File: src/cwd_pkg.sv
/*
  package for the configuration word decoder: word indices, implemented
  bit masks, erased values, field positions and the decoded carrier.
  assumes a 32-bit register port with word-sized configuration images.
*/
package cwd_pkg;

  // ----------------------------------------------------------------------
  // register map (word index on the plain register port)
  // ----------------------------------------------------------------------
  localparam int unsigned ADDR_W = 3;
  localparam logic [2:0] OFS_WD_CFG     = 3'h0;
  localparam logic [2:0] OFS_POR_CFG    = 3'h1;
  localparam logic [2:0] OFS_DBG_CFG    = 3'h2;
  localparam logic [2:0] OFS_DMWIN_LO   = 3'h3;
  localparam logic [2:0] OFS_DMWIN_HI   = 3'h4;
  localparam logic [2:0] OFS_DMCNT_LO   = 3'h5;
  localparam logic [2:0] OFS_STATUS     = 3'h6;
  localparam int unsigned NUM_WORDS = 6;

  // ----------------------------------------------------------------------
  // implemented bits and erased values of each 24-bit word
  // ----------------------------------------------------------------------
  localparam logic [23:0] MASK_WD_CFG  = 24'h006BFF;
  localparam logic [23:0] MASK_POR_CFG = 24'h00000F;
  localparam logic [23:0] MASK_DBG_CFG = 24'h0000A3;
  localparam logic [23:0] MASK_DM16    = 24'h00FFFF;
  localparam logic [23:0] ERASED_WORD  = 24'hFFFFFF;
  localparam logic [23:0] ERASED_DBG   = 24'hFFFFDF;

  // ----------------------------------------------------------------------
  // field positions
  // ----------------------------------------------------------------------
  localparam int unsigned WD_CLK_LSB   = 13;
  localparam int unsigned WD_CMX_BIT   = 11;
  localparam int unsigned WD_WIN_LSB   = 8;
  localparam int unsigned WD_WDIS_BIT  = 7;
  localparam int unsigned WD_EN_LSB    = 5;
  localparam int unsigned WD_PSA_BIT   = 4;
  localparam int unsigned WD_PS_LSB    = 0;
  localparam int unsigned POR_DNVP_BIT = 3;
  localparam int unsigned POR_LPCF_BIT = 2;
  localparam int unsigned POR_BOR_LSB  = 0;
  localparam int unsigned DBG_SCAN_BIT = 5;
  localparam int unsigned DBG_CH_LSB   = 0;

  // ----------------------------------------------------------------------
  // decoded constants
  // ----------------------------------------------------------------------
  localparam logic [2:0] PRESCALE_LOG2_HI = 3'h7;   // 1:128
  localparam logic [2:0] PRESCALE_LOG2_LO = 3'h5;   // 1:32
  localparam logic [2:0] WIN_EIGHTHS_25   = 3'h2;
  localparam logic [2:0] WIN_EIGHTHS_375  = 3'h3;
  localparam logic [2:0] WIN_EIGHTHS_50   = 3'h4;
  localparam logic [2:0] WIN_EIGHTHS_75   = 3'h6;

  // watchdog clock source, one-hot
  typedef enum logic [3:0] {
    CWD_SRC_LOW_POWER_RC_OSC   = 4'h1,
    CWD_SRC_SECONDARY_OSC   = 4'h2,
    CWD_SRC_FRC    = 4'h4,
    CWD_SRC_PERIPH = 4'h8
  } cwd_src_t;

  // captured configuration fields
  typedef struct packed {
    logic        wd_clock_mux_enable;
    logic [1:0]  wd_clock_select;
    logic [1:0]  wd_window_width;
    logic        window_mode_disable;
    logic [1:0]  wd_enable_mode;
    logic        wd_prescale_select;
    logic [3:0]  wd_postscale_select;
    logic        downside_protect_enable;
    logic        low_power_regulator_control;
    logic [1:0]  brownout_enable_mode;
    logic        scan_port_enable;
    logic [1:0]  debug_channel_select;
    logic [31:0] deadman_window_interval;
    logic [15:0] deadman_count_limit_low;
  } cwd_cfg_t;

  localparam cwd_cfg_t CFG_ERASED = '{
    scan_port_enable: 1'b0,
    default: '1
  };

endpackage : cwd_pkg

File: src/cwd_decode.sv
/*
  configuration word decoder: holds the program-once configuration words,
  captures them across a device reset and drives the decoded watchdog,
  brown-out, debug and deadman settings.
  assumes runtime status pins come from other clock domains and that the
  register port master obeys single-cycle strobes.
*/
// Operation
// every stored bit erases to one, scan enable erases to zero
// unimplemented watchdog word bits always read back as one
// mux disabled means low-power rc; enabled means clock select decides
// select 11 gives low-power rc, 01 gives secondary oscillator
// select 10 gives fast rc if windowed, sysclk not low_power_rc_osc, awake
// select 00 gives peripheral clock if sysclk not low_power_rc_osc and awake
// window width 11/10/01/00 gives 25/37.5/50/75 percent
// window disable one turns windowed mode off, zero turns it on
// enable 11 forces watchdog on; 10 hands control to software bit
// enable 01 runs only awake ignoring software; 00 disables all
// prescaler bit selects divide by 128 when set, 32 when clear
// postscale divides by two to the power of the field
// downside protection follows its bit while brown-out is inactive
// regulator bit one blocks retention; zero lets runtime bit decide
// brown-out 11 forces on, 00 forces off, software bit ignored
// brown-out 10 on only while awake; 01 follows software bit
// scan port enable bit turns the scan port on or off
// channel select picks pin pair 1, 2 or 3; 00 is reserved
// programmer keeps reserved debug word bit 7 at one
// deadman window interval is 32 bits from low and high words
// low 16 deadman count limit bits come from bits 15 to 0
// upper deadman count limit bits live in a separate word
// decoded values captured during reset and held until next reset
`timescale 1ns/10ps
module cwd_decode
  import cwd_pkg::*;
#(
  parameter int unsigned SYNC_W = 6
) (
  input  wire logic                        SYS_CLK,
  input  wire logic                        RST_B,
  input  wire logic [cwd_pkg::ADDR_W-1:0]  ADDR,
  input  wire logic [31:0]                 WDATA,
  input  wire logic                        WR_STB,
  input  wire logic                        RD_STB,
  output logic      [31:0]                 RDATA,
  input  wire logic                        DEV_RESET,
  input  wire logic                        SLEEPING,
  input  wire logic                        SYSCLK_IS_LOW_POWER_RC_OSC,
  input  wire logic                        SOFTWARE_WD_ENABLE,
  input  wire logic                        SOFTWARE_BROWNOUT_ENABLE,
  input  wire logic                        RETENTION_ENABLE,
  output logic                             WD_ON,
  output cwd_pkg::cwd_src_t                WD_CLK_SRC,
  output logic                             WD_WINDOW_ON,
  output logic      [2:0]                  WD_WINDOW_EIGHTHS,
  output logic      [2:0]                  WD_PRESCALE_LOG2,
  output logic      [3:0]                  WD_POSTSCALE_LOG2,
  output logic                             BROWNOUT_ON,
  output logic                             DOWNSIDE_PROTECT_ON,
  output logic                             RETENTION_ON,
  output logic                             SCAN_PORT_ON,
  output logic      [2:0]                  DEBUG_PIN_PAIR,
  output logic                             DEBUG_CH_RESERVED,
  output logic      [31:0]                 DEADMAN_WINDOW,
  output logic      [15:0]                 DEADMAN_COUNT_LOW
);
  import cwd_pkg::*;

  // ----------------------------------------------------------------------
  // reset release
  // ----------------------------------------------------------------------
  logic [1:0] rst_sync_q;
  logic       rst_n;

  // async assert, two-flop release keeps the release edge clean;
  // nothing below reads RST_B itself, only the released copy,
  // so every flop leaves reset on the same edge
  always_ff @(posedge SYS_CLK or negedge RST_B) begin
    if (!RST_B) begin
      rst_sync_q <= 2'b00;
    end else begin
      rst_sync_q <= {rst_sync_q[0], 1'b1};
    end
  end
  assign rst_n = rst_sync_q[1];

  // ----------------------------------------------------------------------
  // pin synchronisers
  // ----------------------------------------------------------------------
  logic [SYNC_W-1:0] pin_raw;
  logic [SYNC_W-1:0] sync1_q;
  logic [SYNC_W-1:0] sync2_q;
  logic              dev_rst_s;
  logic              sleep_s;
  logic              sys_low_power_rc_osc_s;
  logic              sw_wd_s;
  logic              sw_bor_s;
  logic              retention_enable_s;

  assign pin_raw = {DEV_RESET, SLEEPING, SYSCLK_IS_LOW_POWER_RC_OSC,
                    SOFTWARE_WD_ENABLE, SOFTWARE_BROWNOUT_ENABLE,
                    RETENTION_ENABLE};

  // runtime pins are slow levels from other domains, so one
  // two-flop chain per bit will do; no multi-bit word crosses
  // first stage feeds only the second stage
  always_ff @(posedge SYS_CLK or negedge rst_n) begin
    if (!rst_n) begin
      sync1_q <= '0;
      sync2_q <= '0;
    end else begin
      sync1_q <= pin_raw;
      sync2_q <= sync1_q;
    end
  end

  assign {dev_rst_s, sleep_s, sys_low_power_rc_osc_s,
          sw_wd_s, sw_bor_s, retention_enable_s} = sync2_q;

  // ----------------------------------------------------------------------
  // program-once word store
  // ----------------------------------------------------------------------
  // word 0 watchdog, 1 power-on, 2 debug, 3/4 deadman window
  // low/high, 5 deadman count low; flops stand in for the
  // program-once array, so every power-on reset erases them
  logic [23:0]          word_q    [NUM_WORDS];
  logic [NUM_WORDS-1:0] written_q;
  logic [23:0]          word_mask [NUM_WORDS];
  logic [NUM_WORDS-1:0] wr_hit;

  assign word_mask[0] = MASK_WD_CFG;
  assign word_mask[1] = MASK_POR_CFG;
  assign word_mask[2] = MASK_DBG_CFG;
  assign word_mask[3] = MASK_DM16;
  assign word_mask[4] = MASK_DM16;
  assign word_mask[5] = MASK_DM16;

  // each word accepts one programming write, then locks
  genvar gi;
  generate
    for (gi = 0; gi < NUM_WORDS; gi++) begin : g_word
      assign wr_hit[gi] = WR_STB && !written_q[gi] &&
                          (ADDR == ADDR_W'(gi));
      always_ff @(posedge SYS_CLK or negedge rst_n) begin
        if (!rst_n) begin
          word_q[gi]    <= (gi == 2) ? ERASED_DBG : ERASED_WORD;
          written_q[gi] <= 1'b0;
        end else if (wr_hit[gi]) begin
          // unimplemented positions stay one whatever is written
          word_q[gi]    <= WDATA[23:0] | ~word_mask[gi];
          written_q[gi] <= 1'b1;
        end
      end
    end
  endgenerate

  // ----------------------------------------------------------------------
  // field extraction from the stored words
  // ----------------------------------------------------------------------
  cwd_cfg_t cfg_now;
  cwd_cfg_t cfg_q;
  logic     load_pend_q;
  logic     capture;

  assign cfg_now.wd_clock_mux_enable     = word_q[0][WD_CMX_BIT];
  assign cfg_now.wd_clock_select         = word_q[0][WD_CLK_LSB +: 2];
  assign cfg_now.wd_window_width         = word_q[0][WD_WIN_LSB +: 2];
  assign cfg_now.window_mode_disable     = word_q[0][WD_WDIS_BIT];
  assign cfg_now.wd_enable_mode          = word_q[0][WD_EN_LSB +: 2];
  assign cfg_now.wd_prescale_select      = word_q[0][WD_PSA_BIT];
  assign cfg_now.wd_postscale_select     = word_q[0][WD_PS_LSB +: 4];
  assign cfg_now.downside_protect_enable = word_q[1][POR_DNVP_BIT];
  assign cfg_now.low_power_regulator_control = word_q[1][POR_LPCF_BIT];
  assign cfg_now.brownout_enable_mode    = word_q[1][POR_BOR_LSB +: 2];
  assign cfg_now.scan_port_enable        = word_q[2][DBG_SCAN_BIT];
  assign cfg_now.debug_channel_select    = word_q[2][DBG_CH_LSB +: 2];
  // window: high word above low word
  assign cfg_now.deadman_window_interval = {word_q[4][15:0],
                                            word_q[3][15:0]};
  assign cfg_now.deadman_count_limit_low = word_q[5][15:0];

  // ----------------------------------------------------------------------
  // capture across device reset
  // ----------------------------------------------------------------------
  // capture while the device reset is held and once after power-up;
  // in between the words may be programmed but nothing downstream moves
  // only cfg_q feeds the decode, so a late write can never
  // disturb a running watchdog or brown-out setting
  assign capture = load_pend_q || dev_rst_s;

  always_ff @(posedge SYS_CLK or negedge rst_n) begin
    if (!rst_n) begin
      load_pend_q <= 1'b1;
      cfg_q       <= CFG_ERASED;
    end else begin
      load_pend_q <= 1'b0;
      if (capture) begin
        cfg_q <= cfg_now;
      end
    end
  end

  // ----------------------------------------------------------------------
  // watchdog decode
  // ----------------------------------------------------------------------
  logic     window_on;
  logic     fast_ok;
  logic     periph_ok;
  cwd_src_t src_sel;
  cwd_src_t src_d;
  logic     wd_on_d;
  logic [2:0] win_d;

  assign window_on = !cfg_q.window_mode_disable;
  assign fast_ok   = window_on && !sys_low_power_rc_osc_s && !sleep_s;
  assign periph_ok = !sys_low_power_rc_osc_s && !sleep_s;

  // source one-hot: low_power_rc_osc 1, secondary_osc 2, frc 4, peripheral 8;
  // sleep or an low_power_rc_osc system clock pulls fast sources back
  // clock select only matters with the mux on
  always_comb begin
    unique case (cfg_q.wd_clock_select)
      2'b11:   src_sel = CWD_SRC_LOW_POWER_RC_OSC;
      2'b01:   src_sel = CWD_SRC_SECONDARY_OSC;
      2'b10:   src_sel = fast_ok ? CWD_SRC_FRC : CWD_SRC_LOW_POWER_RC_OSC;
      2'b00:   src_sel = periph_ok ? CWD_SRC_PERIPH
                                   : CWD_SRC_LOW_POWER_RC_OSC;
      default: src_sel = CWD_SRC_LOW_POWER_RC_OSC;
    endcase
  end
  assign src_d = cfg_q.wd_clock_mux_enable ? src_sel
                                           : CWD_SRC_LOW_POWER_RC_OSC;

  // enable modes: forced, software, awake-only, off
  // the software pin counts only in its own mode
  always_comb begin
    unique case (cfg_q.wd_enable_mode)
      2'b11:   wd_on_d = 1'b1;
      2'b10:   wd_on_d = sw_wd_s;
      2'b01:   wd_on_d = !sleep_s;
      default: wd_on_d = 1'b0;
    endcase
  end

  // open window in eighths of the period
  // only 2, 3, 4 or 6 eighths can come out
  always_comb begin
    unique case (cfg_q.wd_window_width)
      2'b11:   win_d = WIN_EIGHTHS_25;
      2'b10:   win_d = WIN_EIGHTHS_375;
      2'b01:   win_d = WIN_EIGHTHS_50;
      default: win_d = WIN_EIGHTHS_75;
    endcase
  end

  // ----------------------------------------------------------------------
  // brown-out, regulator and debug decode
  // ----------------------------------------------------------------------
  logic       bor_d;
  logic       dnvp_d;
  logic       retention_enable_d;
  logic [2:0] pair_d;
  logic       ch_bad;

  // 11 on, 10 awake only, 01 software pin, 00 off
  always_comb begin
    unique case (cfg_q.brownout_enable_mode)
      2'b11:   bor_d = 1'b1;
      2'b10:   bor_d = !sleep_s;
      2'b01:   bor_d = sw_bor_s;
      default: bor_d = 1'b0;
    endcase
  end

  // downside protection only acts while brown-out is idle
  assign dnvp_d  = !bor_d && cfg_q.downside_protect_enable;
  // retention is a sleep feature gated by the regulator bit
  assign retention_enable_d = !cfg_q.low_power_regulator_control &&
                   retention_enable_s && sleep_s;

  // reserved code falls back to pair 1 so debug is never lost
  // pair one-hot: bit 0 pair 1, bit 1 pair 2, bit 2 pair 3
  assign ch_bad = (cfg_q.debug_channel_select == 2'b00);
  always_comb begin
    unique case (cfg_q.debug_channel_select)
      2'b10:   pair_d = 3'b010;
      2'b01:   pair_d = 3'b100;
      default: pair_d = 3'b001;
    endcase
  end

  // ----------------------------------------------------------------------
  // registered outputs
  // ----------------------------------------------------------------------
  // every output leaves a flop; a runtime pin reaches it three
  // edges after it moves (two sync flops and this stage)
  always_ff @(posedge SYS_CLK or negedge rst_n) begin
    if (!rst_n) begin
      WD_ON               <= 1'b0;
      WD_CLK_SRC          <= CWD_SRC_LOW_POWER_RC_OSC;
      WD_WINDOW_ON        <= 1'b0;
      WD_WINDOW_EIGHTHS   <= WIN_EIGHTHS_25;
      WD_PRESCALE_LOG2    <= PRESCALE_LOG2_HI;
      WD_POSTSCALE_LOG2   <= 4'hF;
      BROWNOUT_ON         <= 1'b0;
      DOWNSIDE_PROTECT_ON <= 1'b0;
      RETENTION_ON        <= 1'b0;
      SCAN_PORT_ON        <= 1'b0;
      DEBUG_PIN_PAIR      <= 3'b001;
      DEBUG_CH_RESERVED   <= 1'b0;
      DEADMAN_WINDOW      <= '1;
      DEADMAN_COUNT_LOW   <= '1;
    end else begin
      WD_ON               <= wd_on_d;
      WD_CLK_SRC          <= src_d;
      WD_WINDOW_ON        <= window_on;
      WD_WINDOW_EIGHTHS   <= win_d;
      WD_PRESCALE_LOG2    <= cfg_q.wd_prescale_select
                             ? PRESCALE_LOG2_HI
                             : PRESCALE_LOG2_LO;
      WD_POSTSCALE_LOG2   <= cfg_q.wd_postscale_select;
      BROWNOUT_ON         <= bor_d;
      DOWNSIDE_PROTECT_ON <= dnvp_d;
      RETENTION_ON        <= retention_enable_d;
      SCAN_PORT_ON        <= cfg_q.scan_port_enable;
      DEBUG_PIN_PAIR      <= pair_d;
      DEBUG_CH_RESERVED   <= ch_bad;
      DEADMAN_WINDOW      <= cfg_q.deadman_window_interval;
      DEADMAN_COUNT_LOW   <= cfg_q.deadman_count_limit_low;
    end
  end

  // ----------------------------------------------------------------------
  // register read path
  // ----------------------------------------------------------------------
  logic [31:0] status_word;
  logic [31:0] rd_mux;
  logic        rd_word;

  // live view of what the decoded outputs are doing:
  //   [0]     watchdog running
  //   [1]     windowed mode
  //   [5:2]   watchdog clock source
  //   [6]     brown-out reset active
  //   [7]     downside protection
  //   [8]     retention
  //   [9]     scan port
  //   [12:10] debug pin pair
  //   [13]    reserved channel code
  //   [19:14] written flags, word 0 lowest
  //   [31:20] zero
  assign status_word = {12'h000, written_q, DEBUG_CH_RESERVED,
                        DEBUG_PIN_PAIR, SCAN_PORT_ON, RETENTION_ON,
                        DOWNSIDE_PROTECT_ON, BROWNOUT_ON, WD_CLK_SRC,
                        WD_WINDOW_ON, WD_ON};
  assign rd_word = (ADDR < ADDR_W'(NUM_WORDS));

  // limitation: reads show the stored image, not the captured
  // one, so a write is visible here before any device reset
  // words read back in the low 24 bits; unmapped reads give zero
  assign rd_mux = rd_word ? {8'h00, word_q[ADDR]}
                : (ADDR == OFS_STATUS) ? status_word : 32'h0000_0000;

  // data stand only in the cycle after the strobe
  always_ff @(posedge SYS_CLK or negedge rst_n) begin
    if (!rst_n) begin
      RDATA <= 32'h0000_0000;
    end else begin
      RDATA <= RD_STB ? rd_mux : 32'h0000_0000;
    end
  end

endmodule : cwd_decode

File: config.mk
export PLATFORM = sky130hd
export DESIGN_NAME = cwd_decode
export DESIGN_NICKNAME = d
export VERILOG_FILES = /design/src/cwd_pkg.sv /design/src/cwd_decode.sv
export SDC_FILE = /design/constraint.sdc
export NUM_CORES = 1
export LEC_CHECK = 0
export BUFFER_PORTS_ARGS = -buffer_cell sky130_fd_sc_hd__buf_4
export CAP_MARGIN = 20
export CORE_MARGIN = 8
export CORE_UTILIZATION = 25
export CTS_BUF_LIST = sky130_fd_sc_hd__clkbuf_4 sky130_fd_sc_hd__clkbuf_8
export CTS_CLUSTER_SIZE = 24
export DETAILED_ROUTE_END_ITERATION = 7
export HOLD_SLACK_MARGIN = 0.12
export RECOVER_POWER = 50
export SLEW_MARGIN = 20
export SYNTH_ARGS = -nofsm -noshare
export SYNTH_HDL_FRONTEND = slang
export SYNTH_SLANG_ARGS = --single-unit
File: constraint.sdc
create_clock -name SYS_CLK -period 8.75 [get_ports SYS_CLK]
set_input_delay 0.875 -clock SYS_CLK [delete_from_list [all_inputs] [get_ports SYS_CLK]]
set_output_delay 0.875 -clock SYS_CLK [all_outputs]
set_load 0.02 [all_outputs]
==> flow_results.xml, run 1 <==
<?xml version="1.0" encoding="UTF-8"?>
<metrics>
  <group name="route">
    <metric name="drtPass1Iterations" unit="">4</metric>
    <metric name="number_of_remaining_drc_errors" unit="">0</metric>
    <metric name="final_antenna_net_count" unit="">0</metric>
    <metric name="initialDrtViolationCount" unit="">270</metric>
    <metric name="routed-via-count" unit="">5122</metric>
    <metric name="vias_per_cell" unit="">4.08</metric>
    <metric name="drt-wirelength-per-cell" unit="microns">18.8</metric>
    <metric name="totalWireLength" unit="microns">23600</metric>
  </group>
  <group name="power">
    <metric name="pwr_density_cell" unit="nW/um^2">310</metric>
    <metric name="p_leak" unit="nW">4.94</metric>
    <metric name="ir_worst_vdd" unit="mV">0.0877</metric>
  </group>
  <group name="die">
    <metric name="core" unit="sq um">37400</metric>
    <metric name="die_x" unit="microns">210</metric>
    <metric name="die-area" unit="sq um">44200</metric>
    <metric name="start_util" unit="">0.252</metric>
    <metric name="die_y_extent" unit="microns">210</metric>
    <metric name="floorplan.rows" unit="">71</metric>
    <metric name="io-pin-count" unit="">149</metric>
  </group>
  <group name="placement">
    <metric name="dpl_cell_area" unit="sq um">10800</metric>
    <metric name="io_buffer_count" unit="">122</metric>
    <metric name="routabilityCongestion" unit="">0.788</metric>
    <metric name="hpwlAfterDp" unit="microns">16200</metric>
    <metric name="dp_worst_setup_slack" unit="ns">5.68</metric>
  </group>
  <group name="logic_synthesis">
    <metric name="synthesis.instances" unit="">571</metric>
    <metric name="synth.area.top_cells" unit="">dfstp_2 (54%), dfrtp_1 (15%), mux2_2 (14%)</metric>
    <metric name="post_synth.cell_area_avg" unit="sq um">16.5</metric>
    <metric name="synth_simple_gate_area_frac" unit="">0.0337</metric>
    <metric name="synth-compound-area-share" unit="">0.0394</metric>
    <metric name="ys_seq_elements" unit="">249</metric>
    <metric name="yosys_warnings" unit="">0</metric>
    <metric name="combinational_family_with_the_most_area_after_synthesis" unit="">multiplexers</metric>
    <metric name="post_synth_instance_area" unit="sq um">9420</metric>
    <metric name="synth-seq-area-share" unit="">0.687</metric>
    <metric name="synth.area.mux_share" unit="">0.198</metric>
    <metric name="yosysTopAreaCellShare" unit="">0.535</metric>
    <metric name="synthXorXnorAreaFrac" unit="">0</metric>
    <metric name="synth_cell_types" unit="">40</metric>
    <metric name="synth_largest_area_cell" unit="">dfstp_2</metric>
    <metric name="arithmetic_cell_share_of_the_synthesized_area_counting_full_adders_half_adders_and_majority_gates" unit="">0.00398</metric>
  </group>
  <group name="timing">
    <metric name="hold_viol" unit="">0</metric>
    <metric name="fmaxAchievable" unit="MHz">240</metric>
    <metric name="finalHoldWorstSlack" unit="ns">0.347</metric>
    <metric name="fin_setup_tns" unit="ns">0</metric>
    <metric name="final-setup-viol-count" unit="">0</metric>
    <metric name="slew-limit-headroom" unit="">-0.974</metric>
    <metric name="rsz0062_at_grt" unit="">no</metric>
    <metric name="skew" unit="ns">0.0191</metric>
    <metric name="worst_slack" unit="ns">4.59</metric>
    <metric name="timing_worst_slew_pin_value" unit="ns">2.96</metric>
    <metric name="report.final.slew_viol_count" unit="">94</metric>
    <metric name="period_minus_slack" unit="ns">4.16</metric>
    <metric name="final_min_period_over_clock_period" unit="">0.475</metric>
  </group>
  <group name="worst_setup_path">
    <metric name="critPathMaxStageDelay" unit="ns">1.64</metric>
    <metric name="cp_data_required_time" unit="ns">9.21</metric>
    <metric name="worst_ep_arrival_time" unit="ns">4.62</metric>
    <metric name="cp-end-kind" unit="">flop</metric>
    <metric name="worst_path_max_delay_cell" unit="">clkbuf_1</metric>
    <metric name="path_delay_family" unit="">simple AND/OR/NAND/NOR gates</metric>
    <metric name="timing.critical_path.from_type" unit="">primary input</metric>
    <metric name="crit_chain" unit="">clkbuf_1 &gt; nand2_1 &gt; nor3_4 &gt; mux2_2</metric>
    <metric name="worst-path-max-fanout" unit="">34</metric>
    <metric name="timing.critical_path.buf_inv" unit="">1</metric>
    <metric name="criticalPathCategory" unit="">primary input to flop</metric>
  </group>
  <group name="run_status">
    <metric name="run_status" unit="">finished with violations</metric>
    <metric name="failed_checks" unit="">capacitance limit, slew limit</metric>
  </group>
  <group name="cts">
    <metric name="cts_tree" unit="">done</metric>
    <metric name="ctsLongestPathBuffers" unit="">3</metric>
    <metric name="clk_root_buffer_cell" unit="">clkbuf_8</metric>
    <metric name="clock_sink_count" unit="">249</metric>
    <metric name="clock_insertion_delay_worst_skew" unit="ns">0.55</metric>
    <metric name="post_cts_buffers" unit="">0</metric>
    <metric name="htree_levels" unit="">2</metric>
    <metric name="cts_inserted_buffers" unit="">42</metric>
    <metric name="clk_slew_on_worst_s_h_paths" unit="ns">0.06</metric>
  </group>
  <group name="cells_and_area">
    <metric name="final_net_count" unit="">759</metric>
    <metric name="antenna_cells" unit="">0</metric>
    <metric name="stdcell_area" unit="sq um">11700</metric>
    <metric name="postLayoutCoreUtil" unit="">0.314</metric>
    <metric name="drive_gt1_frac" unit="">0.702</metric>
    <metric name="syn2layout_area_growth" unit="%">24.5</metric>
  </group>
  <group name="global_route">
    <metric name="grt_antenna_before_repair" unit="">2</metric>
    <metric name="groute.usage.overall" unit="">0.106</metric>
    <metric name="first_global_vias" unit="">5601</metric>
    <metric name="grt_overflow" unit="">0</metric>
    <metric name="grt_first_pass_wirelength" unit="microns">35800</metric>
    <metric name="grt_start_max_net_pins" unit="">86</metric>
  </group>
  <group name="flow_run">
    <metric name="max_cap_viol_count" unit="">2</metric>
  </group>
  <group name="min_path">
    <metric name="hold_path.class" unit="">flop to flop</metric>
  </group>
</metrics>
layer usage:
layer | up-vias | wire length [microns] | track usage
li1 | 2255 | - | -
met1 | 2646 | 10200 | 0.136
met2 | 168 | 11100 | 0.168
met3 | 49 | 1760 | 0.0377
met4 | 4 | 490 | 0.0279
met5 | - | 23 | 0
sequential cells by signal, summed over array words and instances (netlist names):
name and flops:
BROWNOUT_ON 1, DEADMAN_COUNT_LOW 16, DEADMAN_WINDOW 32, DEBUG_CH_RESERVED 1, DEBUG_PIN_PAIR 3, DOWNSIDE_PROTECT_ON 1
RDATA 21, RETENTION_ON 1, SCAN_PORT_ON 1, WD_CLK_SRC 4, WD_ON 1, WD_POSTSCALE_LOG2 4
WD_PRESCALE_LOG2 1, WD_WINDOW_EIGHTHS 3, WD_WINDOW_ON 1, cfg_now 68, cfg_q 68, load_pend_q 1
rst_sync_q 2, status_word 6, sync1_q 6, sync2_q 6, word_q 1
cells in the mapped netlist, drive strengths merged:
cell type  number
and4            1
a221oi          7
o21ai           7
conb            2
clkbuf          8
o211a           2
nor3            6
o21bai          6
nor2            5
nor4bb          1
ha              3
clkinv          2
dfstp         192
and3b           2
a22o            1
and4b           1
mux4            2
dfrtp          57
nor2b           7
or2             2
nand2b          4
o221ai          5
a21oi          12
o22ai          12
inv            10
o211ai          3
buf            35
mux2          142
and2            1
nand2          18
mux2i          15
per-stage QoR:
stage | power [mW] | instances
after floorplan | 2.19 | 581
after global routing | 3.83 | 1256
after global placement | 2.50 | 1176
after detailed placement | 2.52 | 1176
final | 3.63 | 1256
after CTS | 3.71 | 1255
final timing paths:
kind,endpoint,cells past startpoint,start,slack [ns]
setup / recovery,cfg_now[21]$_DFFE_PN1P_,4,ADDR[0],4.59
hold / removal,sync2_q[3]$_DFF_PN0_,0,sync1_q[3]$_DFF_PN0_,0.35
setup reg to reg,WD_WINDOW_EIGHTHS[2]$_DFF_PN0_,2,rst_sync_q[1]$_DFF_PN0_,4.86
hold reg to reg,sync2_q[3]$_DFF_PN0_,0,sync1_q[3]$_DFF_PN0_,0.35
max in group asynchronous,WD_WINDOW_EIGHTHS[2]$_DFF_PN0_,2,rst_sync_q[1]$_DFF_PN0_,4.86
min in group asynchronous,sync2_q[5]$_DFF_PN0_,0,rst_sync_q[1]$_DFF_PN0_,0.37
placed cells by master, fill, tap and decap left out, types with 2 or more instances in the layout:
cell        count
a21oi_1        12
a221oi_1        7
and3b_1         2
buf_4         116
buf_6           2
bufinv_16       2
clkbuf_1        7
clkbuf_4       18
clkbuf_8       56
clkinv_1        2
clkinvlp_4      3
conb_1         12
dfrtp_1        57
dfstp_1        21
dfstp_2       171
ha_1            3
inv_1          10
mux2_2        121
mux2_4         20
mux2i_1        15
mux4_2          2
nand2_1        18
nand2b_1        3
nor2_1          4
nor2b_1         7
nor3_2          2
nor3_4          4
o211a_1         2
o211ai_1        3
o21ai_0         7
o21bai_1        6
o221ai_1        5
o22ai_1        12
kinds of logic (layout without fill, tap and decap cells):
family / count (synthesis) / count (layout)
DFF: 249 / 249
muxes: 159 / 159
AOI/OAI and AO/OA: 55 / 55
buffers and inverters: 55 / 219
and+or+nand+nor: 48 / 48
adders and majority gates: 3 / 3
other: 2 / 12
cell type report:
class | count | area [sq um]
Multi-Input combinational cell | 277 | 2650
Clock buffer | 71 | 883
Clock inverter | 7 | 96.3
Sequential cell | 249 | 6470
Fill cell | 3706 | 25700
Timing Repair Buffer | 129 | 952
Tap cell | 511 | 639
Inverter | 12 | 45.0
repair_timing:
item | 4_1_cts | 5_1_grt
hold endpoints to repair | 2 | 0
hold buffers | 1 | 0
gates resized for setup | 0 | 0
endpoints found under the setup margin | 0 | 0
where the power goes:
part	internal (mW)	switching, mW	leakage [nW]
combinational	0.332	0.333	1.74
clock	0.697	0.467	0.509
sequential	1.62	0.186	2.69
total	2.65	0.986	4.94
Power figures use the tool's default switching activity.
==> inputs of run 2 (changes only) <==
- clock period: 8.75 -> 3.4 ns (I/O delays scaled with it)
==> run 2 against run 1 <==
Against the previous run:
- the run still ends with capacitance limit, slew limit left
- critical path depth is 2 higher
- non-clock buffer count rose by 29
- die area unchanged
- sequential share of layout area decreased by 1.0 points
- clock-buffer cell count did not move
- wire length shrank 1.2%
- clock skew grew 0.00069 ns
- register-to-register slack worse by 3.6 ns
- global-route usage fell by 0.10 points
- largest cell class unchanged
==> flow_results.xml, run 2 (synthesized netlist as in run 1, its figures left out) <==
<?xml version="1.0" encoding="UTF-8"?>
<metrics>
  <group name="cts">
    <metric name="clock_insertion_delay_worst_skew" unit="ns">0.54</metric>
    <metric name="cts-hold-fix-buffers" unit="">25</metric>
    <metric name="clk_slew_on_worst_s_h_paths" unit="ns">0.06</metric>
    <metric name="cts_resized" unit="">0</metric>
    <metric name="ctsLongestPathBuffers" unit="">3</metric>
    <metric name="cts_inserted_buffers" unit="">41</metric>
    <metric name="clk_root_buffer_cell" unit="">clkbuf_8</metric>
    <metric name="post_cts_buffers" unit="">0</metric>
    <metric name="clock_sink_count" unit="">249</metric>
    <metric name="htree_levels" unit="">2</metric>
    <metric name="cts_tree" unit="">done</metric>
  </group>
  <group name="cells_and_area">
    <metric name="multiInputGateArea" unit="sq um">2630</metric>
    <metric name="syn2layout_area_growth" unit="%">26.9</metric>
    <metric name="fillerInstances" unit="">3701</metric>
    <metric name="antenna_cells" unit="">0</metric>
    <metric name="final_net_count" unit="">787</metric>
    <metric name="drive_gt1_frac" unit="">0.669</metric>
    <metric name="final-seq-area" unit="sq um">6470</metric>
    <metric name="leading_cell_types_in_the_layout_fill_and_taps_excluded" unit="">dfstp_2 (159), buf_4 (122), mux2_2 (121), dfrtp_1 (57), clkbuf_8 (52)</metric>
    <metric name="layout_commonest_cell" unit="">dfstp_2</metric>
  </group>
  <group name="run_status">
    <metric name="run_status" unit="">finished with violations</metric>
    <metric name="failed_checks" unit="">capacitance limit, slew limit</metric>
  </group>
  <group name="die">
    <metric name="floorplan.rows" unit="">71</metric>
    <metric name="core" unit="sq um">37400</metric>
    <metric name="die-area" unit="sq um">44200</metric>
    <metric name="die_y_extent" unit="microns">210</metric>
    <metric name="die_x" unit="microns">210</metric>
    <metric name="start_util" unit="">0.252</metric>
    <metric name="io-pin-count" unit="">149</metric>
  </group>
  <group name="timing">
    <metric name="final_min_period_over_clock_period" unit="">0.651</metric>
    <metric name="fin_setup_tns" unit="ns">0</metric>
    <metric name="period_minus_slack" unit="ns">2.21</metric>
    <metric name="fmaxAchievable" unit="MHz">452</metric>
    <metric name="slew-limit-headroom" unit="">-0.373</metric>
    <metric name="rsz0062_at_grt" unit="">no</metric>
    <metric name="final-setup-viol-count" unit="">0</metric>
    <metric name="hold_viol" unit="">0</metric>
    <metric name="skew" unit="ns">0.0198</metric>
    <metric name="timing_worst_slew_pin_value" unit="ns">2.06</metric>
    <metric name="report.final.slew_viol_count" unit="">50</metric>
  </group>
  <group name="worst_setup_path">
    <metric name="r2r_end" unit="">DEBUG_PIN_PAIR[0]$_DFF_PN1_</metric>
    <metric name="worst-path-max-fanout" unit="">11</metric>
    <metric name="timing.critical_path.from_type" unit="">primary input</metric>
    <metric name="worst_ep_arrival_time" unit="ns">2.59</metric>
    <metric name="rr_startpoint" unit="">rst_sync_q[1]$_DFF_PN0_</metric>
    <metric name="cp-end-kind" unit="">flop</metric>
    <metric name="critical_path.endpoint" unit="">RDATA[14]$_DFF_PN0_</metric>
    <metric name="rrSetupSlack" unit="ns">1.23</metric>
    <metric name="crit_path_start" unit="">RD_STB</metric>
    <metric name="cp_data_required_time" unit="ns">3.78</metric>
    <metric name="worst-r2r-cell-count" unit="">1</metric>
    <metric name="criticalPathCategory" unit="">primary input to flop</metric>
  </group>
  <group name="global_route">
    <metric name="grt_first_pass_wirelength" unit="microns">35600</metric>
    <metric name="grt_overflow" unit="">0</metric>
    <metric name="grt_start_max_net_pins" unit="">69</metric>
    <metric name="groute.usage.overall" unit="">0.105</metric>
    <metric name="grt_antenna_before_repair" unit="">1</metric>
    <metric name="first_global_vias" unit="">5619</metric>
  </group>
  <group name="route">
    <metric name="routed-via-count" unit="">5157</metric>
    <metric name="initialDrtViolationCount" unit="">260</metric>
    <metric name="drt-wirelength-per-cell" unit="microns">18.2</metric>
    <metric name="vias_per_cell" unit="">4.03</metric>
    <metric name="drtPass1Iterations" unit="">4</metric>
    <metric name="final_antenna_net_count" unit="">0</metric>
    <metric name="totalWireLength" unit="microns">23300</metric>
    <metric name="number_of_remaining_drc_errors" unit="">0</metric>
  </group>
  <group name="min_path">
    <metric name="hold_path.class" unit="">primary input to flop</metric>
  </group>
  <group name="flow_run">
    <metric name="max_cap_viol_count" unit="">1</metric>
  </group>
  <group name="placement">
    <metric name="io_buffer_count" unit="">122</metric>
    <metric name="routabilityCongestion" unit="">0.752</metric>
    <metric name="hpwlAfterDp" unit="microns">16600</metric>
  </group>
  <group name="power">
    <metric name="power" unit="mW">9.16</metric>
    <metric name="ir_worst_vdd" unit="mV">0.247</metric>
    <metric name="p_leak" unit="nW">5.05</metric>
    <metric name="pwr_density_cell" unit="nW/um^2">766</metric>
  </group>
</metrics>
## run 2: stage by stage
stage / hold slack (ns) / worst slack (ns) / instance area, sq um / util / std cells
2_1_floorplan: 0.0444 / 1.00 / 9460 / - / 581
3_3_place_gp: 0.124 / 0.993 / 10800 / 0.290 / 1182
3_5_place_dp: 0.124 / 0.989 / 10800 / 0.290 / 1182
4_1_cts: 0.174 / 1.55 / 12000 / 0.320 / 1281
5_1_grt: 0.183 / 0.905 / 12000 / 0.320 / 1281
6_report: 0.210 / 1.19 / 12000 / 0.320 / 1281
## run 2: worst min-delay path by stage
stage,from,to,depth (start not counted)
after floorplan,RST_B,rst_sync_q[0]$_DFF_PN0_,0
after global placement,RST_B,rst_sync_q[0]$_DFF_PN0_,1
after detailed placement,RST_B,rst_sync_q[0]$_DFF_PN0_,1
after CTS,ADDR[1],RDATA[15]$_DFF_PN0_,2
after global routing,ADDR[1],RDATA[15]$_DFF_PN0_,2
final,ADDR[1],RDATA[15]$_DFF_PN0_,2
## run 2: worst max-delay path, stage by stage
cell and delay [ns]:
dlygate4sd3_1 0.55, clkbuf_1 0.52, nor2b_1 0.20, clkbuf_1 0.45
a21oi_1 0.16, a221oi_1 0.36
## run 2: area by class of cell
cell class | instances | area share
Clock inverter | 3 | 0.00356
Sequential cell | 249 | 0.541
Multi-Input combinational cell | 277 | 0.220
Inverter | 12 | 0.00377
Clock buffer | 71 | 0.0718
Timing Repair Buffer | 158 | 0.106
Tap cell | 511 | 0.0535
## run 2: layer usage
metal | share of wire | track usage | vias up | wire length, microns
li1 | - | - | 2317 | -
met1 | 0.45 | 0.138 | 2655 | 10400
met2 | 0.46 | 0.159 | 148 | 10700
met3 | 0.079 | 0.0405 | 35 | 1850
met4 | 0.017 | 0.0292 | 2 | 404
met5 | 0.00056 | 0 | - | 13
## run 2: power breakdown
group	total [mW]	leakage, nW	internal, mW	switching, mW
combinational	1.74	1.88	0.880	0.857
clock	2.79	0.479	1.65	1.14
sequential	4.63	2.69	4.15	0.484
